[src/core/net_defs.svh]
`ifndef NET_DEFS_SVH
`define NET_DEFS_SVH

// ****************************************
// network constants
// ****************************************
`define MAX_SLAVES        5'd31
`define MASTER_ADDR       5'h00
`define CHAR_FOUND        8'h53
`define CHAR_TIMEOUT      8'h54
`define CHAR_ZERO         8'h30
`define TIMEOUT_US        100
`define CLK_MHZ           10
`define TIMEOUT_CYCLES    (`TIMEOUT_US * `CLK_MHZ)
`define POLL_TAG          8'h50

`endif

[src/core/net_pkg.sv]
package net_pkg;
  typedef struct packed {
    logic       valid;
    logic [4:0] addr;
    logic [7:0] data;
  } net_word_t;

  typedef enum logic [2:0] {
    ST_IDLE,
    ST_PROBE,
    ST_WAIT,
    ST_REPORT,
    ST_POLL,
    ST_COLLECT,
    ST_NEXT
  } master_state_t;
endpackage

[src/core/polled_multidrop_network.sv]
`timescale 1ns/1ps
`include "net_defs.svh"

module polled_multidrop_network #(
  parameter int TIMEOUT_CYCLES = `TIMEOUT_CYCLES
) (
  input  wire logic              clk_in,
  input  wire logic              rst_n_in,
  input  wire logic [4:0]        station_addr_in,
  input  wire logic              master_sel_in,
  input  wire logic              bus_rx_valid_in,
  input  wire logic [7:0]        bus_rx_data_in,
  input  wire logic              bus_tx_ready_in,
  output net_pkg::net_word_t     bus_tx_out,
  input  wire logic              host_ready_in,
  output logic                   host_valid_out,
  output logic [7:0]             host_data_out,
  input  wire logic              slave_data_valid_in,
  input  wire logic [7:0]        slave_data_in,
  output logic                   slave_data_ready_out,
  output logic                   is_master_out,
  output logic                   init_done_out
);
  import net_pkg::*;

  // ****************************************
  // role and configuration
  // ****************************************
  // address is a strap from outside: two flops first
  logic [4:0] addr_sync1;
  logic [4:0] addr_sync2;
  logic [4:0] last_addr;
  logic       role_sync1;
  logic       role_sync2;

  always_ff @(posedge clk_in or negedge rst_n_in)
  begin
    if (!rst_n_in)
    begin
      addr_sync1 <= 5'h00;
      addr_sync2 <= 5'h00;
      role_sync1 <= 1'b0;
      role_sync2 <= 1'b0;
    end
    else
    begin
      addr_sync1 <= station_addr_in;
      addr_sync2 <= addr_sync1;
      role_sync1 <= master_sel_in;
      role_sync2 <= role_sync1;
    end
  end

  logic master_mode;
  // role strap picks master; the setting then means highest slave, not own address
  assign master_mode = role_sync2;
  assign is_master_out = master_mode;
  // 5-bit setting already caps count at 31
  assign last_addr = addr_sync2;

  // ****************************************
  // master sequencer
  // ****************************************
  master_state_t state;
  logic [4:0]  cur;
  logic [31:0] dead;
  logic        found;
  logic        probing;
  logic [31:0] timer;
  logic [1:0]  rpt_idx;
  logic [7:0]  rpt_chars [0:2];
  logic [4:0]  highest;

  // reporting digits, tens then units then status letter
  always_comb
  begin
    rpt_chars[0] = `CHAR_ZERO + ((cur >= 5'd30) ? 8'h03 :
                   (cur >= 5'd20) ? 8'h02 : (cur >= 5'd10) ? 8'h01 : 8'h00);
    rpt_chars[1] = `CHAR_ZERO + 8'(cur - ((cur >= 5'd30) ? 5'd30 :
                   (cur >= 5'd20) ? 5'd20 : (cur >= 5'd10) ? 5'd10 : 5'd0));
    rpt_chars[2] = found ? `CHAR_FOUND : `CHAR_TIMEOUT;
  end

  logic rx_hit;
  assign rx_hit = bus_rx_valid_in && (bus_rx_data_in[4:0] == cur);

  always_ff @(posedge clk_in or negedge rst_n_in)
  begin
    if (!rst_n_in)
    begin
      state         <= ST_IDLE;
      cur           <= 5'h00;
      dead          <= '0;
      found         <= 1'b0;
      probing       <= 1'b1;
      timer         <= '0;
      rpt_idx       <= 2'd0;
      highest       <= 5'h00;
      init_done_out <= 1'b0;
    end
    else if (!master_mode)
    begin
      state         <= ST_IDLE;
      probing       <= 1'b1;
      init_done_out <= 1'b0;
    end
    else
    begin
      case (state)
        ST_IDLE:
        begin
          highest <= last_addr;
          cur     <= 5'd1;
          dead    <= '0;
          if (last_addr != 5'h00)
            state <= probing ? ST_PROBE : ST_POLL;
        end
        ST_PROBE, ST_POLL:
        begin
          if (dead[cur])
            state <= ST_NEXT;
          else if (bus_tx_ready_in)
          begin
            timer <= '0;
            state <= (state == ST_PROBE) ? ST_WAIT : ST_COLLECT;
          end
        end
        ST_WAIT:
        begin
          if (rx_hit)
          begin
            found   <= 1'b1;
            rpt_idx <= 2'd0;
            state   <= ST_REPORT;
          end
          else if (timer == TIMEOUT_CYCLES - 1)
          begin
            found     <= 1'b0;
            dead[cur] <= 1'b1;
            rpt_idx   <= 2'd0;
            state     <= ST_REPORT;
          end
          else
            timer <= timer + 32'd1;
        end
        ST_REPORT:
        begin
          if (host_ready_in)
          begin
            rpt_idx <= rpt_idx + 2'd1;
            if (rpt_idx == 2'd2)
              state <= ST_NEXT;
          end
        end
        ST_COLLECT:
        begin
          // one station at a time; stream ends on reply or timeout
          if (rx_hit || timer == TIMEOUT_CYCLES - 1)
            state <= ST_NEXT;
          else
            timer <= timer + (bus_rx_valid_in ? 32'd0 : 32'd1);
        end
        ST_NEXT:
        begin
          if (cur >= highest)
          begin
            cur           <= 5'd1;
            probing       <= 1'b0;
            init_done_out <= 1'b1;
            state         <= ST_POLL;
          end
          else
          begin
            cur   <= cur + 5'd1;
            state <= probing ? ST_PROBE : ST_POLL;
          end
        end
        default:
          state <= ST_IDLE;
      endcase
    end
  end

  // ****************************************
  // bus request and host stream
  // ****************************************
  logic slave_polled;
  // a slave left at address zero stays silent: zero belongs to the master
  assign slave_polled = !master_mode && bus_rx_valid_in &&
                        (addr_sync2 != `MASTER_ADDR) &&
                        (bus_rx_data_in == {3'b000, addr_sync2});

  logic slave_armed;
  always_ff @(posedge clk_in or negedge rst_n_in)
  begin
    if (!rst_n_in)
      slave_armed <= 1'b0;
    else if (slave_polled)
      slave_armed <= 1'b1;
    else if (slave_armed && slave_data_valid_in && bus_tx_ready_in)
      slave_armed <= 1'b0;
  end

  always_ff @(posedge clk_in or negedge rst_n_in)
  begin
    if (!rst_n_in)
      bus_tx_out <= '0;
    else if (master_mode)
    begin
      bus_tx_out.valid <= (state == ST_PROBE || state == ST_POLL) && !dead[cur];
      bus_tx_out.addr  <= cur;
      bus_tx_out.data  <= `POLL_TAG;
    end
    else
    begin
      // reply only in answer to this station's poll
      bus_tx_out.valid <= slave_armed && slave_data_valid_in;
      bus_tx_out.addr  <= `MASTER_ADDR;
      bus_tx_out.data  <= slave_data_in;
    end
  end

  assign slave_data_ready_out = !master_mode && slave_armed && bus_tx_ready_in;

  always_comb
  begin
    host_valid_out = 1'b0;
    host_data_out  = 8'h00;
    if (master_mode && state == ST_REPORT)
    begin
      host_valid_out = 1'b1;
      host_data_out  = rpt_chars[rpt_idx];
    end
    else if (master_mode && state == ST_COLLECT && bus_rx_valid_in && !rx_hit)
    begin
      host_valid_out = 1'b1;
      host_data_out  = bus_rx_data_in;
    end
  end
endmodule // polled_multidrop_network

[config.mk]
export PLATFORM = sky130hd
export DESIGN_NAME = polled_multidrop_network
export DESIGN_NICKNAME = d
export VERILOG_FILES = /design/src/core/net_pkg.sv /design/src/core/polled_multidrop_network.sv
export VERILOG_INCLUDE_DIRS = /design/src /design/src/core
export SDC_FILE = /design/constraint.sdc
export NUM_CORES = 1
export LEC_CHECK = 0
export BUFFER_PORTS_ARGS = -buffer_cell sky130_fd_sc_hd__buf_2
export CORE_MARGIN = 10
export CORE_UTILIZATION = 60
export CTS_BUF_LIST = sky130_fd_sc_hd__clkbuf_16
export DETAILED_ROUTE_END_ITERATION = 8
export PLACE_DENSITY = 0.8
export SLEW_MARGIN = 10
export SYNTH_ARGS = -nofsm -noshare
export SYNTH_HDL_FRONTEND = slang
export SYNTH_SLANG_ARGS = --single-unit
[constraint.sdc]
create_clock -name clk_in -period 5.2 [get_ports clk_in]
set_input_delay 0.78 -clock clk_in [delete_from_list [all_inputs] [get_ports clk_in]]
set_output_delay 0.78 -clock clk_in [all_outputs]
set_load 0.05 [all_outputs]
==> results of run 1 <==
## cell usage after synthesis (8+ instances only)
cell type,instances
and2_1,9
a22o_1,8
ha_1,16
or4_1,8
nor4_1,9
o21ai_0,38
a21oi_1,56
and3_1,19
dfrtp_1,108
o21bai_1,10
nor2b_1,11
a31oi_1,11
xnor2_1,11
o31ai_1,12
nand2_1,45
nand4_1,15
mux2i_1,22
clkbuf_1,32
nand3_1,24
inv_1,18
nor3_1,10
nor2_1,63
## sequential cells by signal, summed over array words and instances, names as in the netlist
| signal | cells |
|---|---|
| dead | 32 |
| timer | 32 |
| bus_tx_out | 14 |
| addr_sync1 | 5 |
| addr_sync2 | 5 |
| cur | 5 |
| highest | 5 |
| state | 3 |
| rpt_idx | 2 |
| found | 1 |
| init_done_out | 1 |
| is_master_out | 1 |
| probing | 1 |
| role_sync1 | 1 |
| slave_armed | 1 |
## where the power goes
group | leakage [nW] | switching (mW) | internal, mW
logic | 1.50 | 0.559 | 0.250
clock network | 0.140 | 0.316 | 0.324
registers | 1.45 | 0.0911 | 0.914
## cells by family after synthesis
family	after synthesis	synth area share
AO/OA/AOI/OAI	173	0.188
XOR/XNOR	12	0.0176
adder cells (fa/ha/maj)	16	0.0335
buffers and inverters	59	0.0415
flip-flops	109	0.457
multiplexers	30	0.0526
AND/OR/NAND/NOR	242	0.209
## worst reg2reg max path, stage by stage, from the launching register on
cell	delay (ps)
dfrtp_1	790
nand2b_1	340
o32ai_1	140
a2111o_1	470
a2111oi_4	550
a211oi_2	130
buf_4	240
or4_1	540
a32o_1	270
## per-layer routing
layer | vias to the layer above | share of wire | track usage
met5 | - | 0 | 0
met4 | 0 | 0.019 | 0.0724
met1 | 2562 | 0.43 | 0.282
met2 | 262 | 0.46 | 0.318
li1 | 2394 | - | -
met3 | 33 | 0.093 | 0.0591
## path summary, 6_finish.rpt
check | start | endpoint | slack [ps]
setup / recovery | cur[4] | host_data_out[5] | 910
hold / removal | addr_sync1[2] | addr_sync2[2] | 350
setup reg to reg | cur[3] | timer[6] | 1620
hold reg to reg | addr_sync1[2] | addr_sync2[2] | 350
max in group asynchronous | rst_n_in | found | 3590
min in group asynchronous | rst_n_in | bus_tx_out[1] | 520
## layout by cell type (no fill, tap or decap), types with 6 or more instances in the layout
cell | Yosys | layout
nand2_1 | 45 | 45
ha_1 | 16 | 16
xnor2_1 | 11 | 11
mux2i_1 | 22 | 22
nor3_1 | 10 | 10
buf_4 | 0 | 6
and3_1 | 19 | 19
nor2_1 | 63 | 63
o21bai_1 | 10 | 10
inv_1 | 18 | 21
a22o_1 | 8 | 8
buf_2 | 3 | 52
a21oi_1 | 56 | 56
and2_1 | 9 | 9
nor2b_1 | 11 | 11
or4_1 | 8 | 8
dfrtp_1 | 108 | 108
clkbuf_16 | 0 | 9
a31oi_1 | 11 | 11
o21ai_0 | 38 | 38
o31ai_1 | 12 | 12
nor4_1 | 9 | 8
nand3_1 | 24 | 24
nand4_1 | 15 | 15
## layout make-up
class / instances / area (µm²) / area share
multi-input combinational: 473 / 3000 / 0.458
sequential: 109 / 2730 / 0.417
timing repair buffer: 58 / 305 / 0.0467
clock buffer: 9 / 225 / 0.0344
tap: 133 / 166 / 0.0254
inverter: 19 / 71.3 / 0.0109
clock inverter: 7 / 45.0 / 0.00689
## through the flow
| stage | setup WS, ps | power [mW] | cell area (µm²) | utilization | cells |
|---|---|---|---|---|---|
| after floorplan | 1030 | 1.60 | 5970 | - | 641 |
| after global placement | 1690 | 1.78 | 6270 | 0.644 | 792 |
| after detailed placement | 1380 | 1.81 | 6270 | 0.644 | 792 |
| after CTS | 980 | 2.45 | 6540 | 0.672 | 808 |
| after global routing | 587 | 2.58 | 6540 | 0.672 | 808 |
| final | 912 | 2.45 | 6540 | 0.672 | 808 |
==> summary.txt, run 1 <==
Status
  • Status: finished clean

Synthesis
  • Post-synthesis sequential area ratio: 0.457
  • Post-synthesis net count: 685
  • Number of flops mapped to enable cells by yosys: 0
  • Ranking of synthesized cells by area: dfrtp_1 45%, a21oi_1 4.7%, nor2_1 4.0%
  • Yosys warns: 0
  • Synthesized flop and latch total: 109
  • Dominant cell type by area after synthesis: dfrtp_1
  • Mapped Area: 5970 µm²
  • Synth async-reset ratio: 1.00
  • Yosys top cell area share: 0.453
  • Syn Inst Count: 641
  • Synthesized area per cell: 9.31 µm²
  • Post-synth cell types: 62
  • Top_reg_cell synth: dfrtp_1

Routing
  • ANT nets after route: 0
  • DRT Wirelength: 15300 µm
  • Iteration-0 DRC Markers: 548
  • DR DRC count: 0
  • Vias per cell: 6.50
  • Routed wire per std cell: 18.9 µm
  • Initial DRT Pass Iterations: 6
  • Detailed-route via count: 5251

CTS
  • Clock tree buffer depth: 2
  • Num CTS Buffers: 9
  • Clock transition at path regs: 80 ps
  • Post-CTS Resized: 0
  • CTS root buffer: clkbuf_16
  • Clk_lat worst skew: 350 ps
  • CTS Hold Bufs: 0
  • H-tree depth: 3
  • CTS tree: yes
  • Clock sink total: 109
  • Post-CTS setup buffers: 0

Power
  • Leak Pwr: 3.09 nW
  • Maximum vdd drop: 241 µV
  • Pwr dens: 375 nW/µm²

Job
  • Max-cap violations: 0

Placement
  • # port buffers: 53
  • GP Congestion: 0.890
  • Hpwl dp: 10500 µm

STA
  • Unrepaired setup endpoints after global routing: no
  • Final period util: 0.825
  • Max-slew headroom: 0.272
  • Slew @ Worst Pin: 1090 ps
  • Hold violation count in the final report: 0
  • Fmax: 0.233 GHz
  • Worst hold margin: 352 ps
  • Crit path time final: 4290 ps
  • # setup viols final: 0
  • Final Max Slew Viols: 0
  • Setup Skew: 8.82 ps
  • Setup TNS: 0 ps

Critical path
  • CP startpoint kind: register
  • Crit path cell chain: clkinv_1 -> nand2_1 -> nand3_1 -> inv_1 -> ha_1 -> inv_1 -> o21ai_0 -> o21ai_0 -> o21a_1 -> o21ai_0 -> ha_1 -> o21bai_1 -> o21ai_0 -> buf_2
  • Critical path class: register to output port
  • Reg2reg path depth: 8
  • Critical Path Stages: 14
  • WP data arrival: 3510 ps
  • Buf/Inv on CP: 4
  • CP delay by family, top: compound AO/OA/AOI/OAI gates
  • Crit-path max cell delay: 700 ps
  • Setup crit end kind: output port
  • Worst Path Required: 4420 ps
  • Worst Path Max Fanout: 17
  • Slowest cell on crit path: dfrtp_1
  • Most Frequent Cell on Critical Path: o21ai_0

Global route
  • First-pass GRT wire length: 25100 µm
  • GRT Resource Usage Total: 0.209
  • Largest net degree at the start of global routing: 68
  • Initial antenna violation count: 0
  • Total grt overflow: 0
  • Vias in the first global route: 5083

Finish
  • Layout Nets: 714
  • Area Growth Syn to Fin: 9.58%
  • Layout fillers: 796
  • Diodes inserted: 0
  • Layout cell share with drive strength beyond 1: 0.129

Hold path
  • Hold path cells: 0
  • Hold WC Path Type: register to register

Die
  • Initial core utilization: 0.613
  • Die ar.: 14300 µm²
  • # rows: 36
  • Die Wd: 120 µm
  • Core area: 9730 µm²
  • I/O pin cnt: 54
  • Die H: 120 µm
No activity file was read; power rests on OpenSTA's default activity.
==> inputs of run 2 (changes only) <==
Settings changed: ABC_AREA set to 1.
Clock period 5.2 ns to 4.5 ns, I/O delays scaled along.
==> run 2 against run 1 <==
Clock skew rose by 1.2 ps. Combinational power rose by 9.1%. Sequential cell count did not move. Utilization fell by 0.30 points. Sequential power rose by 11%. Largest power group unchanged. Wire length rose by 11%. Die area rose by 10%. Cell area rose by 11%.
==> summary.txt, run 2 <==
Status
  • Status: finished clean

Synthesis
  • Top_reg_cell synth: dfrtp_1
  • Synth async-reset ratio: 1.00 (unchanged)
  • Post-synthesis sequential area ratio: 0.407 (-0.0500)
  • Synthesized area per cell: 7.16 µm² (-23%)
  • Post-synth cell types: 42 (-32%)
  • Dominant cell type by area after synthesis: dfrtp_1
  • Most frequent cell after synthesis: nand2_1
  • Ranking of synthesized cells by area: dfrtp_1 40%, nand2_1 14%, inv_1 6.9%
  • Post-synthesis net count: 980 (+43%)
  • Synth top cells by count: 254 x nand2_1, 124 x inv_1, 108 x dfrtp_1, 106 x nor2_1, 79 x nand3_1
  • Syn Inst Count: 936 (+46%)
  • Number of flops mapped to enable cells by yosys: 0 (unchanged)
  • Yosys top cell area share: 0.403 (-0.0496)
  • Yosys warns: 0 (unchanged)
  • Synthesized flop and latch total: 109 (unchanged)
  • Mapped Area: 6700 µm² (+12%)

Critical path
  • Setup crit end kind: output port
  • Worst Path Required: 3830 ps (-590 ps)
  • Critical path class: register to output port
  • WP data arrival: 3410 ps (-100 ps)
  • CP startpoint kind: register
  • Worst Path Max Fanout: 16 (-1)

CTS
  • Clk_lat worst skew: 360 ps (about the same)
  • CTS tree: yes
  • Clock sink total: 109 (unchanged)
  • Post-CTS Resized: 0 (unchanged)
  • Clock tree buffer depth: 2 (unchanged)
  • Clock transition at path regs: 70 ps (about the same)
  • Post-CTS setup buffers: 0 (unchanged)
  • CTS Hold Bufs: 0 (unchanged)
  • Num CTS Buffers: 9 (unchanged)
  • H-tree depth: 3 (unchanged)
  • CTS root buffer: clkbuf_16

STA
  • Fmax: 0.245 GHz
  • Unrepaired setup endpoints after global routing: no
  • Final Max Slew Viols: 0 (unchanged)
  • Crit path time final: 4080 ps
  • Slew @ Worst Pin: 843 ps (-246 ps)
  • Max-slew headroom: 0.438 (+0.166)
  • Setup Skew: 9.99 ps (+1.18 ps)
  • Setup TNS: 0 ps (unchanged)
  • # setup viols final: 0 (unchanged)
  • Final period util: 0.907
  • Hold violation count in the final report: 0 (unchanged)

Routing
  • Iteration-0 DRC Markers: 581 (+6.0%)
  • Initial DRT Pass Iterations: 5 (-1)
  • Detailed-route via count: 6136 (+17%)
  • DR DRC count: 0 (unchanged)
  • Vias per cell: 5.49 (-15%)
  • ANT nets after route: 0 (unchanged)
  • DRT Wirelength: 16900 µm (+11%)
  • Routed wire per std cell: 15.2 µm (-20%)

Finish
  • Layout fillers: 963 (+21%)
  • Layout Nets: 1017 (+42%)
  • Commonest non-fill, non-tap cell in the layout: nand2_1
  • Largest registers: dead (32), timer (32), bus_tx_out (14)
  • Register area: 2730 µm² (unchanged)
  • Area Growth Syn to Fin: 8.72%
  • Diodes inserted: 0 (unchanged)
  • Most frequent cells in the layout: 254 x nand2_1, 124 x inv_1, 108 x dfrtp_1
  • Area of the multi-input gates: 3300 µm² (+10%)
  • Layout cell share with drive strength beyond 1: 0.0972 (-0.0317)

Die
  • # rows: 38 (+5.6%)
  • Die H: 126 µm (+5.0%)
  • I/O pin cnt: 54 (unchanged)
  • Core area: 10900 µm² (+12%)
  • Initial core utilization: 0.615 (+0.00208)
  • Die Wd: 126 µm (+5.0%)
  • Die ar.: 15800 µm² (+10%)

Power
  • Leak Pwr: 3.58 nW (+16%)
  • Maximum vdd drop: 373 µV (+54%)
  • Total power: 2.71 mW (+10%)
  • Pwr dens: 372 nW/µm² (-0.84%)

Global route
  • First-pass GRT wire length: 29200 µm (+16%)
  • Initial antenna violation count: 0 (unchanged)
  • Vias in the first global route: 6263 (+23%)
  • Largest net degree at the start of global routing: 70 (+2.9%)
  • GRT Resource Usage Total: 0.218 (+0.00829)
  • Total grt overflow: 0 (unchanged)

Placement
  • GP Congestion: 0.944 (+6.1%)
  • # port buffers: 53 (unchanged)
  • Hpwl dp: 12200 µm (+16%)

Job
  • Max-cap violations: 0 (unchanged)

Hold path
  • Hold WC Path Type: register to register
[run 2: cell types whose count changed after synthesis, sizes merged, moves of 31 or more]
cell    before  now
nand3       24   81
nor2        63  111
a21boi       1   32
a21oi       56   16
inv         18  125
nand2       45  256
[run 2: layout make-up]
type,instances,share of cell area
multi-input combinational,664,0.453
sequential,109,0.375
inverter,125,0.0644
timing repair buffer,64,0.0481
clock buffer,9,0.0309
tap,140,0.0240
clock inverter,6,0.00532
[run 2: cells by family (layout without fill, tap and decap cells)]
| group | Yosys count | count (layout) | share of synthesized area |
|---|---|---|---|
| AOI/OAI and AO/OA | 91 | 91 | 0.0852 |
| buffers and inverters | 163 | 204 | 0.101 |
| xor gates and xnor gates | 24 | 24 | 0.0314 |
| adders and majority gates | 16 | 16 | 0.0299 |
| DFF | 109 | 109 | 0.407 |
| and+or+nand+nor | 533 | 533 | 0.346 |
[run 2: final timing paths]
kind,slack [ps],startpoint,endpoint,cells past startpoint
worst max-delay path,420,cur[1],host_data_out[5],13
worst min register to register,350,addr_sync1[3],addr_sync2[3],0
worst min-delay path,350,addr_sync1[3],addr_sync2[3],0
max in group asynchronous,3030,rst_n_in,cur[0],2
worst max register to register,1330,cur[1],timer[14],12
min in group asynchronous,420,rst_n_in,timer[6],1
[run 2: per-stage QoR]
step	setup WS, ps	hold WS [ps]	instances	instance area (µm²)	util
4_1_cts	465	356	1117	7280	0.669
2_1_floorplan	492	331	936	6700	-
3_3_place_gp	994	331	1102	7020	0.645
3_5_place_dp	892	340	1102	7020	0.645
6_report	417	351	1117	7280	0.669
5_1_grt	142	358	1117	7280	0.669
[run 2: worst max-delay path: stages (launching register included)]
cell,delay (ps)
dfrtp_1,720
ha_1,490
o21ai_0,130
nand2_1,150
inv_1,60
ha_1,310
nand2_1,60
nand2_1,70
xor2_1,210
inv_1,70
ha_1,270
o21ai_0,90
o21ai_0,140
buf_2,290
[run 2: per-layer routing]
| metal | up-vias | global-route usage | wire [µm] |
|---|---|---|---|
| met5 | - | 0 | 0 |
| met4 | 0 | 0.102 | 499 |
| met3 | 42 | 0.0407 | 689 |
| met2 | 173 | 0.385 | 8690 |
| met1 | 2855 | 0.248 | 7050 |
| li1 | 3066 | - | - |
[run 2: power by group]
group / switching [mW] / total [mW] / internal [mW]
clock: 0.347 / 0.719 / 0.372
sequential: 0.0569 / 1.11 / 1.05
combinational: 0.644 / 0.884 / 0.240
==> inputs of run 3 (changes only) <==
Settings changed: PLACE_DENSITY 0.8 to 0.91.
==> run 3 against run 2 <==
Utilization rose by 0.26 points. Worst hold slack improved by 0.70 ps. Clock-buffer cell count unchanged. Register-to-register slack lost 120 ps.
==> summary.txt, run 3 (same netlist as run 2, synthesis figures left out) <==
Power
  • Leak Pwr: 3.58 nW (about the same)
  • Pwr dens: 382 nW/µm² (+2.7%)
  • Maximum vdd drop: 348 µV (-6.6%)

STA
  • Slew @ Worst Pin: 1280 ps (+441 ps)
  • Fmax: 0.244 GHz (-0.40%)
  • # setup viols final: 0 (unchanged)
  • Final period util: 0.911 (+0.00365)
  • Setup TNS: 0 ps (unchanged)
  • Final Max Slew Viols: 0 (unchanged)
  • Unrepaired setup endpoints after global routing: no
  • Crit path time final: 4100 ps (+16.4 ps)
  • Hold violation count in the final report: 0 (unchanged)
  • Setup Skew: 16.4 ps (+6.41 ps)
  • Max-slew headroom: 0.144 (-0.294)

Critical path
  • CP startpoint kind: register
  • Worst Path Required: 3830 ps (about the same)
  • Critical path class: register to output port
  • Worst Path Max Fanout: 16 (unchanged)
  • Setup crit end kind: output port
  • Crit-path max cell delay: 710 ps (about the same)
  • Slowest cell on crit path: dfrtp_1
  • WP data arrival: 3420 ps (about the same)
  • Crit path cell chain: inv_1 -> a21oi_1 -> nor2_1 -> nand2_1 -> inv_1 -> ha_1 -> nand2_1 -> nand2_1 -> xor2_1 -> inv_1 -> ha_1 -> o21ai_0 -> o21ai_0 -> buf_2

Routing
  • DR DRC count: 0 (unchanged)
  • ANT nets after route: 0 (unchanged)
  • DRT Wirelength: 16800 µm (-0.74%)
  • Vias per cell: 5.66 (+3.0%)
  • Iteration-0 DRC Markers: 607 (+4.5%)
  • Detailed-route via count: 6307 (+2.8%)
  • Initial DRT Pass Iterations: 5 (unchanged)
  • Routed wire per std cell: 15.1 µm (-0.56%)

Global route
  • Largest net degree at the start of global routing: 76 (+8.6%)
  • Total grt overflow: 0 (unchanged)
  • First-pass GRT wire length: 28600 µm (-2.1%)
  • GRT Resource Usage Total: 0.214 (-0.00376)
  • Vias in the first global route: 6030 (-3.7%)
  • Initial antenna violation count: 0 (unchanged)

Placement
  • Hpwl dp: 12100 µm (-0.88%)
  • # port buffers: 53 (unchanged)
  • Placed inst area: 7000 µm² (-0.32%)
  • GP Congestion: 0.953 (+0.90%)

CTS
  • Clock tree buffer depth: 2 (unchanged)
  • CTS root buffer: clkbuf_16
  • H-tree depth: 3 (unchanged)
  • Num CTS Buffers: 9 (unchanged)
  • Clk_lat worst skew: 370 ps (about the same)
  • CTS Hold Bufs: 0 (unchanged)
  • Clock transition at path regs: 90 ps (+20 ps)
  • CTS tree: yes
  • Clock sink total: 109 (unchanged)
  • Post-CTS setup buffers: 0 (unchanged)
  • Post-CTS Resized: 0 (unchanged)

Finish
  • Diodes inserted: 0 (unchanged)
  • Largest registers: dead (32), timer (32), bus_tx_out (14)
  • Final Cell Area: 7310 µm² (+0.39%)
  • Layout Nets: 1014 (-0.29%)
  • Commonest non-fill, non-tap cell in the layout: nand2_1
  • Area Growth Syn to Fin: 9.15%
  • Layout cell share with drive strength beyond 1: 0.0974 (+0.000199)
  • Most frequent cells in the layout: 254 x nand2_1, 124 x inv_1, 108 x dfrtp_1

Die
  • Initial core utilization: 0.615 (unchanged)
  • Die Wd: 126 µm (unchanged)
  • I/O pin cnt: 54 (unchanged)
  • # rows: 38 (unchanged)
  • Core area: 10900 µm² (unchanged)
  • Die H: 126 µm (unchanged)
  • Die ar.: 15800 µm² (unchanged)

Hold path
  • Hold WC Path Type: register to register

Status
  • Status: finished clean

Job
  • Max-cap violations: 0 (unchanged)
-- run 3: power breakdown --
part           total [mW]  internal (mW)  switching (mW)
sequential           1.11           1.05          0.0566
clock               0.796          0.395           0.401
combinational       0.892          0.241           0.652
-- run 3: worst max-delay path: cells and delay by family, from the launching register on --
kind | cells | cell delay (ps)
simple gates | 4 | 300
buf+inv | 4 | 800
fa+ha+maj | 2 | 570
flops | 1 | 710
xor+xnor | 1 | 190
compound gates | 3 | 490
-- run 3: final timing paths --
check / start / cells past startpoint / endpoint / slack [ps]
max reg2reg: cur[1] / 13 / timer[21] / 1210
max in group asynchronous: rst_n_in / 2 / highest[3] / 3060
min reg2reg: addr_sync1[4] / 0 / addr_sync2[4] / 350
min in group asynchronous: rst_n_in / 1 / timer[9] / 440
min: addr_sync1[4] / 0 / addr_sync2[4] / 350
max: cur[1] / 14 / host_data_out[5] / 400
-- run 3: routing by layer --
metal,vias up,track usage,wire [µm]
met5,-,0,0
met4,0,0.0901,539
met3,54,0.0524,1090
met2,251,0.365,8340
met1,2943,0.252,6850
li1,3059,-,-
-- run 3: layout make-up --
| type | count | area, µm² |
|---|---|---|
| inverters | 125 | 469 |
| flip-flops and latches | 109 | 2730 |
| fillers | 891 | 3570 |
| clock buffers | 9 | 225 |
| multi-input cells | 664 | 3300 |
| clock inverters | 7 | 82.6 |
| repair buffers | 61 | 328 |
| well taps | 140 | 175 |
-- run 3: through the flow --
| step | hold WS, ps | instances | total power, mW | utilization | setup WS (ps) |
|---|---|---|---|---|---|
| final | 351 | 1115 | 2.79 | 0.672 | 400 |
| after global routing | 365 | 1115 | 2.96 | 0.672 | 149 |
| after CTS | 354 | 1115 | 2.80 | 0.671 | 448 |
| after detailed placement | 336 | 1099 | 2.00 | 0.643 | 873 |
| after global placement | 331 | 1099 | 1.97 | 0.643 | 993 |
| after floorplan | 331 | 936 | 1.82 | - | 492 |
